[src/ppc_pkg.sv]
// package of offsets, widths and reset values for the parallel port pin control block
package ppc_pkg;

  // ----------------------------------------------------------------
  // widths
  // ----------------------------------------------------------------
  localparam int unsigned PPC_ADDR_W = 3;
  localparam int unsigned PPC_DATA_W = 8;
  localparam int unsigned PPC_NARROW_W = 4;
  localparam int unsigned PPC_WIDE_W = 8;

  // ----------------------------------------------------------------
  // register offsets
  // ----------------------------------------------------------------
  localparam logic [PPC_ADDR_W-1:0] PPC_OFF_NARROW_PULLUP = 3'h0;
  localparam logic [PPC_ADDR_W-1:0] PPC_OFF_NARROW_SLEW = 3'h1;
  localparam logic [PPC_ADDR_W-1:0] PPC_OFF_NARROW_DRIVE = 3'h2;
  localparam logic [PPC_ADDR_W-1:0] PPC_OFF_WIDE_DATA = 3'h3;
  localparam logic [PPC_ADDR_W-1:0] PPC_OFF_WIDE_DIR = 3'h4;

  // ----------------------------------------------------------------
  // reset values
  // ----------------------------------------------------------------
  localparam logic [PPC_NARROW_W-1:0] PPC_RST_NARROW = 4'h0;
  localparam logic [PPC_WIDE_W-1:0] PPC_RST_WIDE_DATA = 8'h00;
  localparam logic [PPC_WIDE_W-1:0] PPC_RST_WIDE_DIR = 8'h00;
  localparam logic [PPC_DATA_W-1:0] PPC_RDATA_IDLE = 8'h00;

endpackage

[src/ppc_top.sv]
// parallel port pin control: narrow port pin controls and wide port data and direction
// Contract
// - pullup bit one enables narrow pin pullup
// - narrow output pins never have pullup on
// - slew bit limits slew, outputs only
// - drive bit zero low, one high
// - input pins read sampled pin level
// - output pins read last written value
// - data write loads every latch bit
// - output pins driven from latch
// - reset clears latch, pins stay inputs
// - direction zero input, one drives latch
// - eight direction bits, one per pin
//
// Design decisions made here: the address map and the address-and-strobe port.
`timescale 1ns/10ps
`default_nettype none

module ppc_top
  import ppc_pkg::*;
(
  input wire logic i_sys_clk,
  input wire logic i_rst,
  input wire logic [PPC_ADDR_W-1:0] i_addr,
  input wire logic [PPC_DATA_W-1:0] i_wdata,
  input wire logic i_wr,
  input wire logic i_rd,
  output logic [PPC_DATA_W-1:0] o_rdata,
  input wire logic [PPC_NARROW_W-1:0] i_narrow_port_dir,
  output logic [PPC_NARROW_W-1:0] o_narrow_port_pullup_en,
  output logic [PPC_NARROW_W-1:0] o_narrow_port_slew_en,
  output logic [PPC_NARROW_W-1:0] o_narrow_port_drive_high,
  input wire logic [PPC_WIDE_W-1:0] i_wide_port_pin,
  output logic [PPC_WIDE_W-1:0] o_wide_port_pin_out,
  output logic [PPC_WIDE_W-1:0] o_wide_port_pin_oe
);

  // ----------------------------------------------------------------
  // register state
  // ----------------------------------------------------------------
  logic [PPC_NARROW_W-1:0] pullup_q;
  logic [PPC_NARROW_W-1:0] pullup_d;
  logic [PPC_NARROW_W-1:0] slew_q;
  logic [PPC_NARROW_W-1:0] slew_d;
  logic [PPC_NARROW_W-1:0] drive_q;
  logic [PPC_NARROW_W-1:0] drive_d;
  logic [PPC_WIDE_W-1:0] latch_q;
  logic [PPC_WIDE_W-1:0] latch_d;
  logic [PPC_WIDE_W-1:0] dir_q;
  logic [PPC_WIDE_W-1:0] dir_d;
  logic [PPC_DATA_W-1:0] rdata_q;
  logic [PPC_DATA_W-1:0] rdata_d;

  // ----------------------------------------------------------------
  // bus decode and pin control nets
  // ----------------------------------------------------------------
  logic wr_pullup;
  logic wr_slew;
  logic wr_drive;
  logic wr_latch;
  logic wr_dir;
  logic rd_pullup;
  logic rd_slew;
  logic rd_drive;
  logic rd_latch;
  logic rd_dir;
  logic [PPC_NARROW_W-1:0] pullup_en_c;
  logic [PPC_NARROW_W-1:0] slew_en_c;

  // ----------------------------------------------------------------
  // helpers
  // ----------------------------------------------------------------
  // true when the bus address selects the register at this offset
  function automatic logic reg_hit(
    input logic [PPC_ADDR_W-1:0] addr,
    input logic [PPC_ADDR_W-1:0] offset
  );
    reg_hit = (addr == offset);
  endfunction

  // narrow register padded to bus width, upper bits zero
  function automatic logic [PPC_DATA_W-1:0] pad_narrow(input logic [PPC_NARROW_W-1:0] v);
    pad_narrow = {{(PPC_DATA_W-PPC_NARROW_W){1'b0}}, v};
  endfunction

  // implemented bits of a bus word for a narrow register
  function automatic logic [PPC_NARROW_W-1:0] narrow_field(input logic [PPC_DATA_W-1:0] w);
    narrow_field = w[PPC_NARROW_W-1:0];
  endfunction

  // per bit: latch for output pins, pin level for input pins
  function automatic logic [PPC_WIDE_W-1:0] wide_read_mix(
    input logic [PPC_WIDE_W-1:0] dir,
    input logic [PPC_WIDE_W-1:0] latch,
    input logic [PPC_WIDE_W-1:0] pin
  );
    wide_read_mix = (dir & latch) | (~dir & pin);
  endfunction

  // ----------------------------------------------------------------
  // write decode
  // ----------------------------------------------------------------
  // one-hot write strobes, unmapped offsets select nothing
  always_comb begin
    wr_pullup = 1'b0;
    wr_slew = 1'b0;
    wr_drive = 1'b0;
    wr_latch = 1'b0;
    wr_dir = 1'b0;
    if (i_wr) begin
      if (reg_hit(i_addr, PPC_OFF_NARROW_PULLUP)) begin
        wr_pullup = 1'b1;
      end else if (reg_hit(i_addr, PPC_OFF_NARROW_SLEW)) begin
        wr_slew = 1'b1;
      end else if (reg_hit(i_addr, PPC_OFF_NARROW_DRIVE)) begin
        wr_drive = 1'b1;
      end else if (reg_hit(i_addr, PPC_OFF_WIDE_DATA)) begin
        wr_latch = 1'b1;
      end else if (reg_hit(i_addr, PPC_OFF_WIDE_DIR)) begin
        wr_dir = 1'b1;
      end
    end
  end

  // ----------------------------------------------------------------
  // read decode
  // ----------------------------------------------------------------
  always_comb begin
    rd_pullup = 1'b0;
    rd_slew = 1'b0;
    rd_drive = 1'b0;
    rd_latch = 1'b0;
    rd_dir = 1'b0;
    if (i_rd) begin
      if (reg_hit(i_addr, PPC_OFF_NARROW_PULLUP)) begin
        rd_pullup = 1'b1;
      end else if (reg_hit(i_addr, PPC_OFF_NARROW_SLEW)) begin
        rd_slew = 1'b1;
      end else if (reg_hit(i_addr, PPC_OFF_NARROW_DRIVE)) begin
        rd_drive = 1'b1;
      end else if (reg_hit(i_addr, PPC_OFF_WIDE_DATA)) begin
        rd_latch = 1'b1;
      end else if (reg_hit(i_addr, PPC_OFF_WIDE_DIR)) begin
        rd_dir = 1'b1;
      end
    end
  end

  // ----------------------------------------------------------------
  // narrow port pullup enable register
  // ----------------------------------------------------------------
  // stored whatever the pin direction, gated at the pin below
  always_comb begin
    pullup_d = pullup_q;
    if (wr_pullup) begin
      pullup_d = narrow_field(i_wdata);
    end
  end

  always_ff @(posedge i_sys_clk) begin
    if (i_rst) begin
      pullup_q <= PPC_RST_NARROW;
    end else begin
      pullup_q <= pullup_d;
    end
  end

  // ----------------------------------------------------------------
  // narrow port slew enable register
  // ----------------------------------------------------------------
  // stored even while the pin is an input
  always_comb begin
    slew_d = slew_q;
    if (wr_slew) begin
      slew_d = narrow_field(i_wdata);
    end
  end

  always_ff @(posedge i_sys_clk) begin
    if (i_rst) begin
      slew_q <= PPC_RST_NARROW;
    end else begin
      slew_q <= slew_d;
    end
  end

  // ----------------------------------------------------------------
  // narrow port drive select register
  // ----------------------------------------------------------------
  // zero selects low drive, one high drive
  always_comb begin
    drive_d = drive_q;
    if (wr_drive) begin
      drive_d = narrow_field(i_wdata);
    end
  end

  always_ff @(posedge i_sys_clk) begin
    if (i_rst) begin
      drive_q <= PPC_RST_NARROW;
    end else begin
      drive_q <= drive_d;
    end
  end

  // ----------------------------------------------------------------
  // wide port data latch
  // ----------------------------------------------------------------
  // input pins load too, so the value shows once turned to output
  always_comb begin
    latch_d = latch_q;
    if (wr_latch) begin
      latch_d = i_wdata;
    end
  end

  always_ff @(posedge i_sys_clk) begin
    if (i_rst) begin
      latch_q <= PPC_RST_WIDE_DATA;
    end else begin
      latch_q <= latch_d;
    end
  end

  // ----------------------------------------------------------------
  // wide port direction register
  // ----------------------------------------------------------------
  // one bit per pin, every pin an input after reset
  always_comb begin
    dir_d = dir_q;
    if (wr_dir) begin
      dir_d = i_wdata;
    end
  end

  always_ff @(posedge i_sys_clk) begin
    if (i_rst) begin
      dir_q <= PPC_RST_WIDE_DIR;
    end else begin
      dir_q <= dir_d;
    end
  end

  // ----------------------------------------------------------------
  // read data
  // ----------------------------------------------------------------
  // idle value between reads so the bus sees zero
  always_comb begin
    rdata_d = PPC_RDATA_IDLE;
    if (rd_pullup) begin
      rdata_d = pad_narrow(pullup_q);
    end else if (rd_slew) begin
      rdata_d = pad_narrow(slew_q);
    end else if (rd_drive) begin
      rdata_d = pad_narrow(drive_q);
    end else if (rd_latch) begin
      rdata_d = wide_read_mix(dir_q, latch_q, i_wide_port_pin);
    end else if (rd_dir) begin
      rdata_d = dir_q;
    end
  end

  always_ff @(posedge i_sys_clk) begin
    if (i_rst) begin
      rdata_q <= PPC_RDATA_IDLE;
    end else begin
      rdata_q <= rdata_d;
    end
  end

  // ----------------------------------------------------------------
  // read data output
  // ----------------------------------------------------------------
  assign o_rdata = rdata_q;

  // ----------------------------------------------------------------
  // narrow port pin controls
  // ----------------------------------------------------------------
  // output pins lose the pullup, input pins ignore slew
  always_comb begin
    pullup_en_c = {PPC_NARROW_W{1'b0}};
    slew_en_c = {PPC_NARROW_W{1'b0}};
    for (int unsigned i = 0; i < PPC_NARROW_W; i++) begin
      if (i_narrow_port_dir[i]) begin
        pullup_en_c[i] = 1'b0;
        slew_en_c[i] = slew_q[i];
      end else begin
        pullup_en_c[i] = pullup_q[i];
        slew_en_c[i] = 1'b0;
      end
    end
  end

  assign o_narrow_port_pullup_en = pullup_en_c;
  assign o_narrow_port_slew_en = slew_en_c;
  assign o_narrow_port_drive_high = drive_q;

  // ----------------------------------------------------------------
  // wide port pin drive
  // ----------------------------------------------------------------
  assign o_wide_port_pin_out = latch_q;
  assign o_wide_port_pin_oe = dir_q;

endmodule

`default_nettype wire

[config.mk]
export PLATFORM = sky130hd
export DESIGN_NAME = ppc_top
export DESIGN_NICKNAME = d
export VERILOG_FILES = /design/src/ppc_pkg.sv /design/src/ppc_top.sv
export SDC_FILE = /design/constraint.sdc
export NUM_CORES = 1
export LEC_CHECK = 0
export ABC_CLOCK_PERIOD_IN_PS = 1770
export BUFFER_PORTS_ARGS = -buffer_cell sky130_fd_sc_hd__buf_2
export CORE_ASPECT_RATIO = 1.25
export CORE_MARGIN = 1.5
export CORE_UTILIZATION = 50
export CTS_CLUSTER_DIAMETER = 120
export DETAILED_ROUTE_END_ITERATION = 7
export GPL_ROUTABILITY_DRIVEN = 0
export PLACE_DENSITY = 0.85
export REMOVE_ABC_BUFFERS = 1
export SETUP_SLACK_MARGIN = 0.4
export SLEW_MARGIN = 20
export SYNTH_ARGS = -nofsm -noshare
export SYNTH_HDL_FRONTEND = slang
export SYNTH_SLANG_ARGS = --single-unit
[constraint.sdc]
create_clock -name i_sys_clk -period 1.77 [get_ports i_sys_clk]
set_input_delay 0.0885 -clock i_sys_clk [delete_from_list [all_inputs] [get_ports i_sys_clk]]
set_output_delay 0.0885 -clock i_sys_clk [all_outputs]
set_load 0.02 [all_outputs]
==> results of run 1 <==
-- layer usage --
metal  up-vias  track usage, %  routed length [um]
li1        808               -                   -
met1       736           28.81                1669
met2        76           40.51                1950
met3         8           8.072                 282
met4         0           9.063                  76
met5         -               0                   0
-- cells in the mapped netlist --
cell       instances
nand2_1           45
dfxtp_1           36
a21oi_1           29
nor2_1            18
mux2i_1           10
nand2b_1           6
nor2b_1            6
o21ai_0            6
and2_1             5
buf_2              5
mux2_2             5
inv_1              4
clkbuf_1           3
a22o_1             2
a32oi_1            2
o32ai_1            2
a21o_1             1
a221oi_1           1
a221oi_2           1
and3_1             1
and3b_1            1
and4b_1            1
and4bb_2           1
clkbuf_2           1
nand3_1            1
nor2_2             1
nor3_2             1
nor4_1             1
o211ai_1           1
o21a_1             1
o2bb2ai_1          1
o311ai_0           1
or2_2              1
-- worst max-delay path by stage --
stage               cells after the start               endpoint                               start  slack, ns
CTS                                     4  o_rdata[2]$_SDFF_PP0_  o_wide_port_pin_oe[2]$_SDFFE_PP0P_       0.62
global placement                        5  o_rdata[2]$_SDFF_PP0_                           i_addr[0]       0.36
floorplan                               4  o_rdata[2]$_SDFF_PP0_  o_wide_port_pin_oe[2]$_SDFFE_PP0P_       0.58
finish                                  4  o_rdata[2]$_SDFF_PP0_  o_wide_port_pin_oe[2]$_SDFFE_PP0P_       0.61
detailed placement                      5  o_rdata[2]$_SDFF_PP0_                           i_addr[0]       0.38
global route                            5  o_rdata[2]$_SDFF_PP0_                           i_addr[0]       0.52
-- cell usage in the layout, fill, tap and decap left out, types with 2 or more instances in the layout --
cell / n
and2_1: 5
mux2i_1: 10
inv_1: 4
o32ai_1: 2
mux2_2: 5
nor2_1: 18
clkbuf_8: 5
buf_4: 2
a21oi_1: 29
nor2b_1: 6
o21ai_0: 6
a22o_1: 2
buf_2: 62
a32oi_1: 2
dfxtp_1: 36
nand2_1: 45
nand2b_1: 6
-- report_power, final --
group,internal (mW),switching (mW)
clock network,0.267,0.270
logic,0.0696,0.114
registers,0.827,0.0113
total,1.16,0.396
-- sequential cells by signal, summed over array words and instances (netlist names) --
register,cells
o_rdata,8
o_wide_port_pin_oe,8
o_wide_port_pin_out,8
o_narrow_port_drive_high,4
pullup_q,4
slew_q,4
-- critical path, cell delays in order, from the launching register on --
cell	delay, ns
dfxtp_1	0.38
and3b_1	0.18
o211ai_1	0.10
o2bb2ai_1	0.15
a221oi_2	0.26
-- through the flow --
stage	setup slack (ns)	hold slack [ns]	power [mW]	std cells	utilization [%]
after global placement	0.3553	0.3413	1.036	293	62.21
after floorplan	0.5783	0.1547	0.9444	192	-
final	0.6069	0.05261	1.560	300	64.66
after CTS	0.6213	0.04666	1.576	300	64.66
after detailed placement	0.3804	0.3534	1.039	293	62.21
after global routing	0.5248	0.05122	1.631	300	64.66
-- area by class of cell --
cell class / count / area, um^2 / share of cell area [%]
inverters: 4 / 15.01 / 0.7335
repair buffers: 64 / 325.3 / 15.89
well taps: 37 / 46.29 / 2.262
flip-flops and latches: 36 / 720.7 / 35.21
clock inverters: 1 / 5.005 / 0.2445
clock buffers: 6 / 72.57 / 3.545
multi-input cells: 152 / 862.1 / 42.11
-- logic make-up after synthesis --
kind of cell / synth area share, %
and+or+nand+nor: 25.27
AOI/OAI and AO/OA: 17.79
DFF: 43.97
muxes: 9.542
buffers and inverters: 3.434
==> reports/metrics.csv, run 1 <==
metric;value;unit
nets;290;
Ys Warns;0;
Die W;54.21;um
Clock Pin Slew Worst Setup and Hold Paths;0.07;ns
R2R Setup Slk;0.61;ns
synthesized flop and latch total;36;
I/O pin count;63;
Post-Syn Instances;201;
Period Utilization, post-route;65.71;%
die height;67.02;um
Max Fclk;859.8;MHz
Fillers;306;
drt drc;0;
Final setup viols;0;
Cell Rows;23;
CP Launch Type;register;
initial antenna violation count;0;
Max clock buf depth;2;
grt total ovfl;0;
Port Buf Inserts;62;
Hold Vio Cnt, Final;0;
synth top area cells;dfxtp_1, nand2_1, a21oi_1;
netlist area before placement;1639;um^2
Synth-to-Final Area Change;24.89;%
H-Tree Depth;2;
Synth area leader;dfxtp_1;
CTS sink count;36;
crit end category;register;
share of the synthesized area in the top cell type;43.97;%
WL/cell;13.26;um
startpoint of the worst hold path;i_wdata[7];
share of cells above drive strength 1;30.42;%
hold_buf cts;0;
total CTS buffers;5;
Iter 0 DRT Violations;30;
final antenna-violating net count;0;
WS Path Type;reg -> reg;
static leakage;0.8811;nW
sequential share of the synthesized area;43.97;%
Worst EP arrival;1.35;ns
Max Slew Vio Count;0;
Hold Crit Depth;3;
routed vias;1628;
# Post-CTS Setup Buffers;0;
Slew Limit Headroom;62.37;%
r2r endpoint;o_rdata[2]$_SDFF_PP0_;
Hold Path Class;in -> reg;
Routed WL;3978;um
Initial Util;51.78;%
setup TNS;0;ns
RR Startpoint;o_wide_port_pin_oe[2]$_SDFFE_PP0P_;
clock root buffer;clkbuf_8;
vias in the first global route;1528;
RSZ-0062 raised after global routing;no;
Post-Layout Inst Area;2047;um^2
CP Max Fanout;4;
first-pass detailed-route iteration total;4;
syn avg cell area;8.155;um^2
worst r2r path cells;4;
CTS tree;built;
Worst-Margin Slew;0.5586;ns
status;completed;
Post-DP HPWL;3005;um
largest net degree at the start of global routing;22;
clock skew;0.005174;ns
P per Cell Area;762.2;nW/um^2
Max Cap Viol;0;
n_diodes;0;
dpl cell area;1969;um^2
Core Box Area;3166;um^2
GR Util All Layers;24.57;%
Post-CTS Resized;0;
worst vdd ir;0.8258;mV
full die area;3633;um^2
Worst Hold End;o_wide_port_pin_out[7]$_SDFFE_PP0P_;
worst path required time;1.96;ns
Synth cell types;33;
Vias/cell;5.427;
Tmin final;1.163;ns
global-route wire length before repair;6486;um
clk_lat worst skew;0.28;ns
Note: power is estimated with default switching activity, not from simulation.
==> inputs of run 2 (changes only) <==
--- a/config.mk
+++ b/config.mk
@@ -5,15 +5,15 @@
 export SDC_FILE = /design/constraint.sdc
 export NUM_CORES = 1
 export LEC_CHECK = 0
-export ABC_CLOCK_PERIOD_IN_PS = 1770
+export ABC_CLOCK_PERIOD_IN_PS = 1150
 export BUFFER_PORTS_ARGS = -buffer_cell sky130_fd_sc_hd__buf_2
 export CORE_ASPECT_RATIO = 1.25
 export CORE_MARGIN = 1.5
-export CORE_UTILIZATION = 50
+export CORE_UTILIZATION = 48
 export CTS_CLUSTER_DIAMETER = 120
 export DETAILED_ROUTE_END_ITERATION = 7
 export GPL_ROUTABILITY_DRIVEN = 0
-export PLACE_DENSITY = 0.85
+export PLACE_DENSITY = 0.83
 export REMOVE_ABC_BUFFERS = 1
 export SETUP_SLACK_MARGIN = 0.4
 export SLEW_MARGIN = 20
==> constraint.sdc (replaced) <==
create_clock -name i_sys_clk -period 1.15 [get_ports i_sys_clk]
set_input_delay 0.0575 -clock i_sys_clk [delete_from_list [all_inputs] [get_ports i_sys_clk]]
set_output_delay 0.0575 -clock i_sys_clk [all_outputs]
set_load 0.02 [all_outputs]
==> run 2 against run 1 <==
  * Flip-flop and latch count did not move
  * Clock power rose by 76%
  * Final cell count rose by 13%
  * Combinational power rose to 2.5 times the previous value
  * Wire length rose by 62%
  * Sequential share of layout area fell by 7.9 points
  * Critical path type unchanged
  * Critical endpoint unchanged
  * Largest power group unchanged
==> reports/metrics.csv, run 2 (synthesized netlist as in run 1, its figures left out) <==
metric;value;unit
status;completed;
static leakage;1.177;nW
Final setup viols;0;
global-route wire length before repair;8342;um
Critical Path Source;o_wide_port_pin_oe[2]$_SDFFE_PP0P_;
Comb power frac;17.3;%
clock share of power;34.9;%
Max Fclk;870.9;MHz
Synth-to-Final Area Change;72.37;%
grt total ovfl;0;
RR Startpoint;o_wide_port_pin_oe[2]$_SDFFE_PP0P_;
Clock Pin Slew Worst Setup and Hold Paths;0.07;ns
commonest non-fill, non-tap cells in the layout;buf_6, nand2_1, dfxtp_2;
total CTS buffers;5;
CP Max Fanout;3;
hold slack;0.008503;ns
Routed WL;6458;um
worst vdd ir;1.110;mV
setup TNS;0;ns
I/O pin count;63;
Core Box Area;3223;um^2
full die area;3777;um^2
P per Cell Area;958.8;nW/um^2
vias in the first global route;1844;
Die W;55.27;um
NetSw;0.7280;mW
Seq pwr share;47.8;%
final core area utilization;87.66;%
r2r endpoint;o_rdata[2]$_SDFF_PP0_;
nets;327;
clk_lat worst skew;0.30;ns
CP Launch Type;register;
die height;68.34;um
Worst-Margin Slew;0.3797;ns
most common cell after layout, fill and taps aside;buf_6;
n_diodes;0;
first-pass detailed-route iteration total;4;
Max Cap Viol;0;
crit end category;register;
Worst EP arrival;1.33;ns
final antenna-violating net count;0;
P_int;1.981;mW
Max clock buf depth;2;
worst r2r path cells;4;
R2R Setup Slk;0.002;ns
Fillers;167;
H-Tree Depth;2;
Net Sw Frac;26.88;%
Initial Util;50.85;%
drt drc;0;
clock skew;0.008089;ns
routed vias;2025;
Cell Rows;23;
Hold Vio Cnt, Final;0;
clock root buffer;clkbuf_8;
Tmin final;1.148;ns
WL/cell;19.11;um
share of cells above drive strength 1;58.80;%
CTS tree;built;
Period Utilization, post-route;99.84;%
Post-DP HPWL;3334;um
initial antenna violation count;0;
Hold Path Class;in -> reg;
RSZ-0062 raised after global routing;yes;
GR Util All Layers;28.91;%
CTS sink count;36;
Max Slew Vio Count;0;
Iter 0 DRT Violations;113;
WS Path Type;reg -> reg;
worst setup path endpoint;o_rdata[2]$_SDFF_PP0_;
Port Buf Inserts;62;
Slew Limit Headroom;74.59;%
Vias/cell;5.991;
worst path required time;1.33;ns
largest net degree at the start of global routing;18;
run 2: worst min path at each step:
stage,start,to,cells past startpoint
finish,i_wdata[4],o_wide_port_pin_out[4]$_SDFFE_PP0P_,3
global route,i_wdata[7],o_wide_port_pin_oe[7]$_SDFFE_PP0P_,3
CTS,i_wdata[7],o_wide_port_pin_oe[7]$_SDFFE_PP0P_,3
detailed placement,i_wdata[6],o_wide_port_pin_oe[6]$_SDFFE_PP0P_,3
global placement,i_wdata[5],o_wide_port_pin_out[5]$_SDFFE_PP0P_,3
floorplan,i_rst,o_rdata[2]$_SDFF_PP0_,1
run 2: timing repair:
item	4_1_cts	5_1_grt
setup buffers	14	4
pin swaps	7	9
hold buffers	2	0
endpoints found under the setup margin	63	57
gates resized for setup	129	36
hold endpoints to repair	2	0
run 2: worst max-delay path, stage by stage (launching register included):
cell and delay (ns):
dfxtp_2 0.37, mux2_2 0.37, nand2_2 0.09, o2bb2ai_2 0.13, a221oi_2 0.08
run 2: power groups by stage:
stage | clock network, mW | logic, mW | registers (mW)
2_1_floorplan | 0 | 0.112 | 1.34
5_1_grt | 0.994 | 0.489 | 1.30
3_3_place_gp | 0 | 0.318 | 1.32
3_5_place_dp | 0 | 0.323 | 1.32
4_1_cts | 0.930 | 0.401 | 1.30
6_report | 0.945 | 0.468 | 1.30
run 2: final cells by class:
| cell class | instances | area (um^2) | share of cell area (%) |
|---|---|---|---|
| timing repair buffer | 101 | 897.1 | 31.75 |
| sequential | 36 | 772.0 | 27.33 |
| inverter | 4 | 15.01 | 0.5314 |
| tap | 37 | 46.29 | 1.639 |
| multi-input combinational | 152 | 1005 | 35.56 |
| clock buffer | 8 | 90.09 | 3.189 |
run 2: metal layers:
layer / wire length (um) / global-route usage (%) / share of wire (%)
met5: 0 / 0 / 0
met4: 384 / 16.77 / 5.9
met3: 495 / 6.616 / 7.7
met2: 3505 / 57.14 / 54
met1: 2073 / 27.55 / 32
run 2: through the flow:
stage	power [mW]	setup slack (ns)	cells	instance area, um^2
3_5_place_dp	1.642	-0.01522	310	2110
4_1_cts	2.630	0.08132	334	2671
6_report	2.709	0.001787	338	2825
2_1_floorplan	1.454	-0.04174	192	1598
5_1_grt	2.781	-0.02443	338	2825
3_3_place_gp	1.636	0.009200	310	2110
==> inputs of run 3 (changes only) <==
--- a/config.mk
+++ b/config.mk
@@ -13,7 +13,7 @@
 export CTS_CLUSTER_DIAMETER = 120
 export DETAILED_ROUTE_END_ITERATION = 7
 export GPL_ROUTABILITY_DRIVEN = 0
-export PLACE_DENSITY = 0.83
+export PLACE_DENSITY_LB_ADDON = 0.05
 export REMOVE_ABC_BUFFERS = 1
 export SETUP_SLACK_MARGIN = 0.4
 export SLEW_MARGIN = 20
==> run 3 against run 2 <==
  * Largest power group unchanged
  * Utilization fell by 0.54 points
  * Non-clock buffer count down 1
  * Clock-buffer cell count is 1 lower
  * Worst setup slack better by 0.11 ns
  * Power shrank 0.56%
==> reports/metrics.csv, run 3 (synthesized netlist as in run 1, its figures left out) <==
metric;value;unit
status;completed;
Routed WL;5167;um
Post-Place Worst Slack;0.0003169;ns
RSZ-0062 raised after global routing;yes;
routed vias;1834;
H-Tree Depth;2;
CP Max Fanout;4;
Worst EP arrival;1.24;ns
Post-Layout Cell Count;336;
Cell Rows;23;
final setup margin;0.1092;ns
die height;68.34;um
worst path required time;1.35;ns
vias in the first global route;1711;
CTS tree;built;
setup TNS;0;ns
Max Cap Viol;0;
initial antenna violation count;0;
Iter 0 DRT Violations;54;
commonest non-fill, non-tap cells in the layout;buf_6, nand2_1, buf_4;
share of cells above drive strength 1;59.20;%
Max Fclk;960.8;MHz
WL met3;246;um
clock skew;0.003487;ns
placed cells;314;
Period Utilization, post-route;90.50;%
most common cell after layout, fill and taps aside;buf_6;
clock root buffer;clkbuf_8;
Final setup viols;0;
GR Util All Layers;25.35;%
Core Box Area;3223;um^2
first-pass detailed-route iteration total;4;
Max clock buf depth;2;
Synth-to-Final Area Change;71.30;%
Hold Path Class;in -> reg;
Worst-Margin Slew;0.3821;ns
I/O pin count;63;
global-route wire length before repair;7486;um
P per Cell Area;959.4;nW/um^2
worst vdd ir;1.075;mV
total CTS buffers;5;
CTS sink count;36;
Die W;55.27;um
Met1 Wirelength;2016;um
n_diodes;0;
grt total ovfl;0;
Post-DP HPWL;3226;um
Vias/cell;5.458;
dpl cell area;2127;um^2
largest net degree at the start of global routing;16;
final antenna-violating net count;0;
met2 wire length;2833;um
hold slack;0.01749;ns
full die area;3777;um^2
DR top layer;met4;
Post-Layout Inst Area;2808;um^2
drt drc;0;
Tmin final;1.041;ns
Max Slew Vio Count;0;
CP Launch Type;register;
Port Buf Inserts;62;
total power draw;2.694;mW
Hold Vio Cnt, Final;0;
Initial Util;50.85;%
Slew Limit Headroom;74.29;%
crit end category;register;
WS Path Type;reg -> reg;
static leakage;1.170;nW
final core area utilization;87.11;%
Clock Pin Slew Worst Setup and Hold Paths;0.07;ns
WL/cell;15.38;um
nets;326;
clk_lat worst skew;0.28;ns
run 3: timing repair:
action,4_1_cts,5_1_grt
setup endpoints to repair,64,66
hold buffers,0,0
pin swaps,5,11
resized for setup,114,53
gates cloned,0,0
buffers inserted,12,3
run 3: area by class of cell:
cell class	count	area [um^2]
Sequential cell	36	777.0
Timing Repair Buffer	100	875.8
Fill cell	164	415.4
Clock buffer	7	96.34
Tap cell	37	46.29
Inverter	4	15.01
Multi-Input combinational cell	152	997.2
run 3: final timing paths:
path	endpoint	slack, ns	depth (start not counted)	startpoint
max	o_rdata[2]$_SDFF_PP0_	0.11	4	o_wide_port_pin_oe[2]$_SDFFE_PP0P_
min	o_wide_port_pin_out[5]$_SDFFE_PP0P_	0.02	3	i_wdata[5]
max reg2reg	o_rdata[2]$_SDFF_PP0_	0.11	4	o_wide_port_pin_oe[2]$_SDFFE_PP0P_
min reg2reg	o_wide_port_pin_oe[4]$_SDFFE_PP0P_	0.47	2	o_wide_port_pin_oe[4]$_SDFFE_PP0P_
run 3: power by group:
| part | internal (mW) | switching (mW) |
|---|---|---|
| Combinational | 0.214 | 0.221 |
| Clock | 0.533 | 0.434 |
| Sequential | 1.27 | 0.0235 |
run 3: per-layer routing:
layer / track usage (%) / vias to the layer above
met2: 46.13 / 69
li1: - / 882
met3: 4.915 / 7
met1: 29.56 / 876
met4: 10.06 / 0
met5: 0 / -
run 3: worst max-delay path, cell delays in order (launching register included):
cell,delay (ns)
dfxtp_4,0.37
and3b_1,0.16
o211ai_1,0.09
o2bb2ai_2,0.14
a221oi_2,0.20
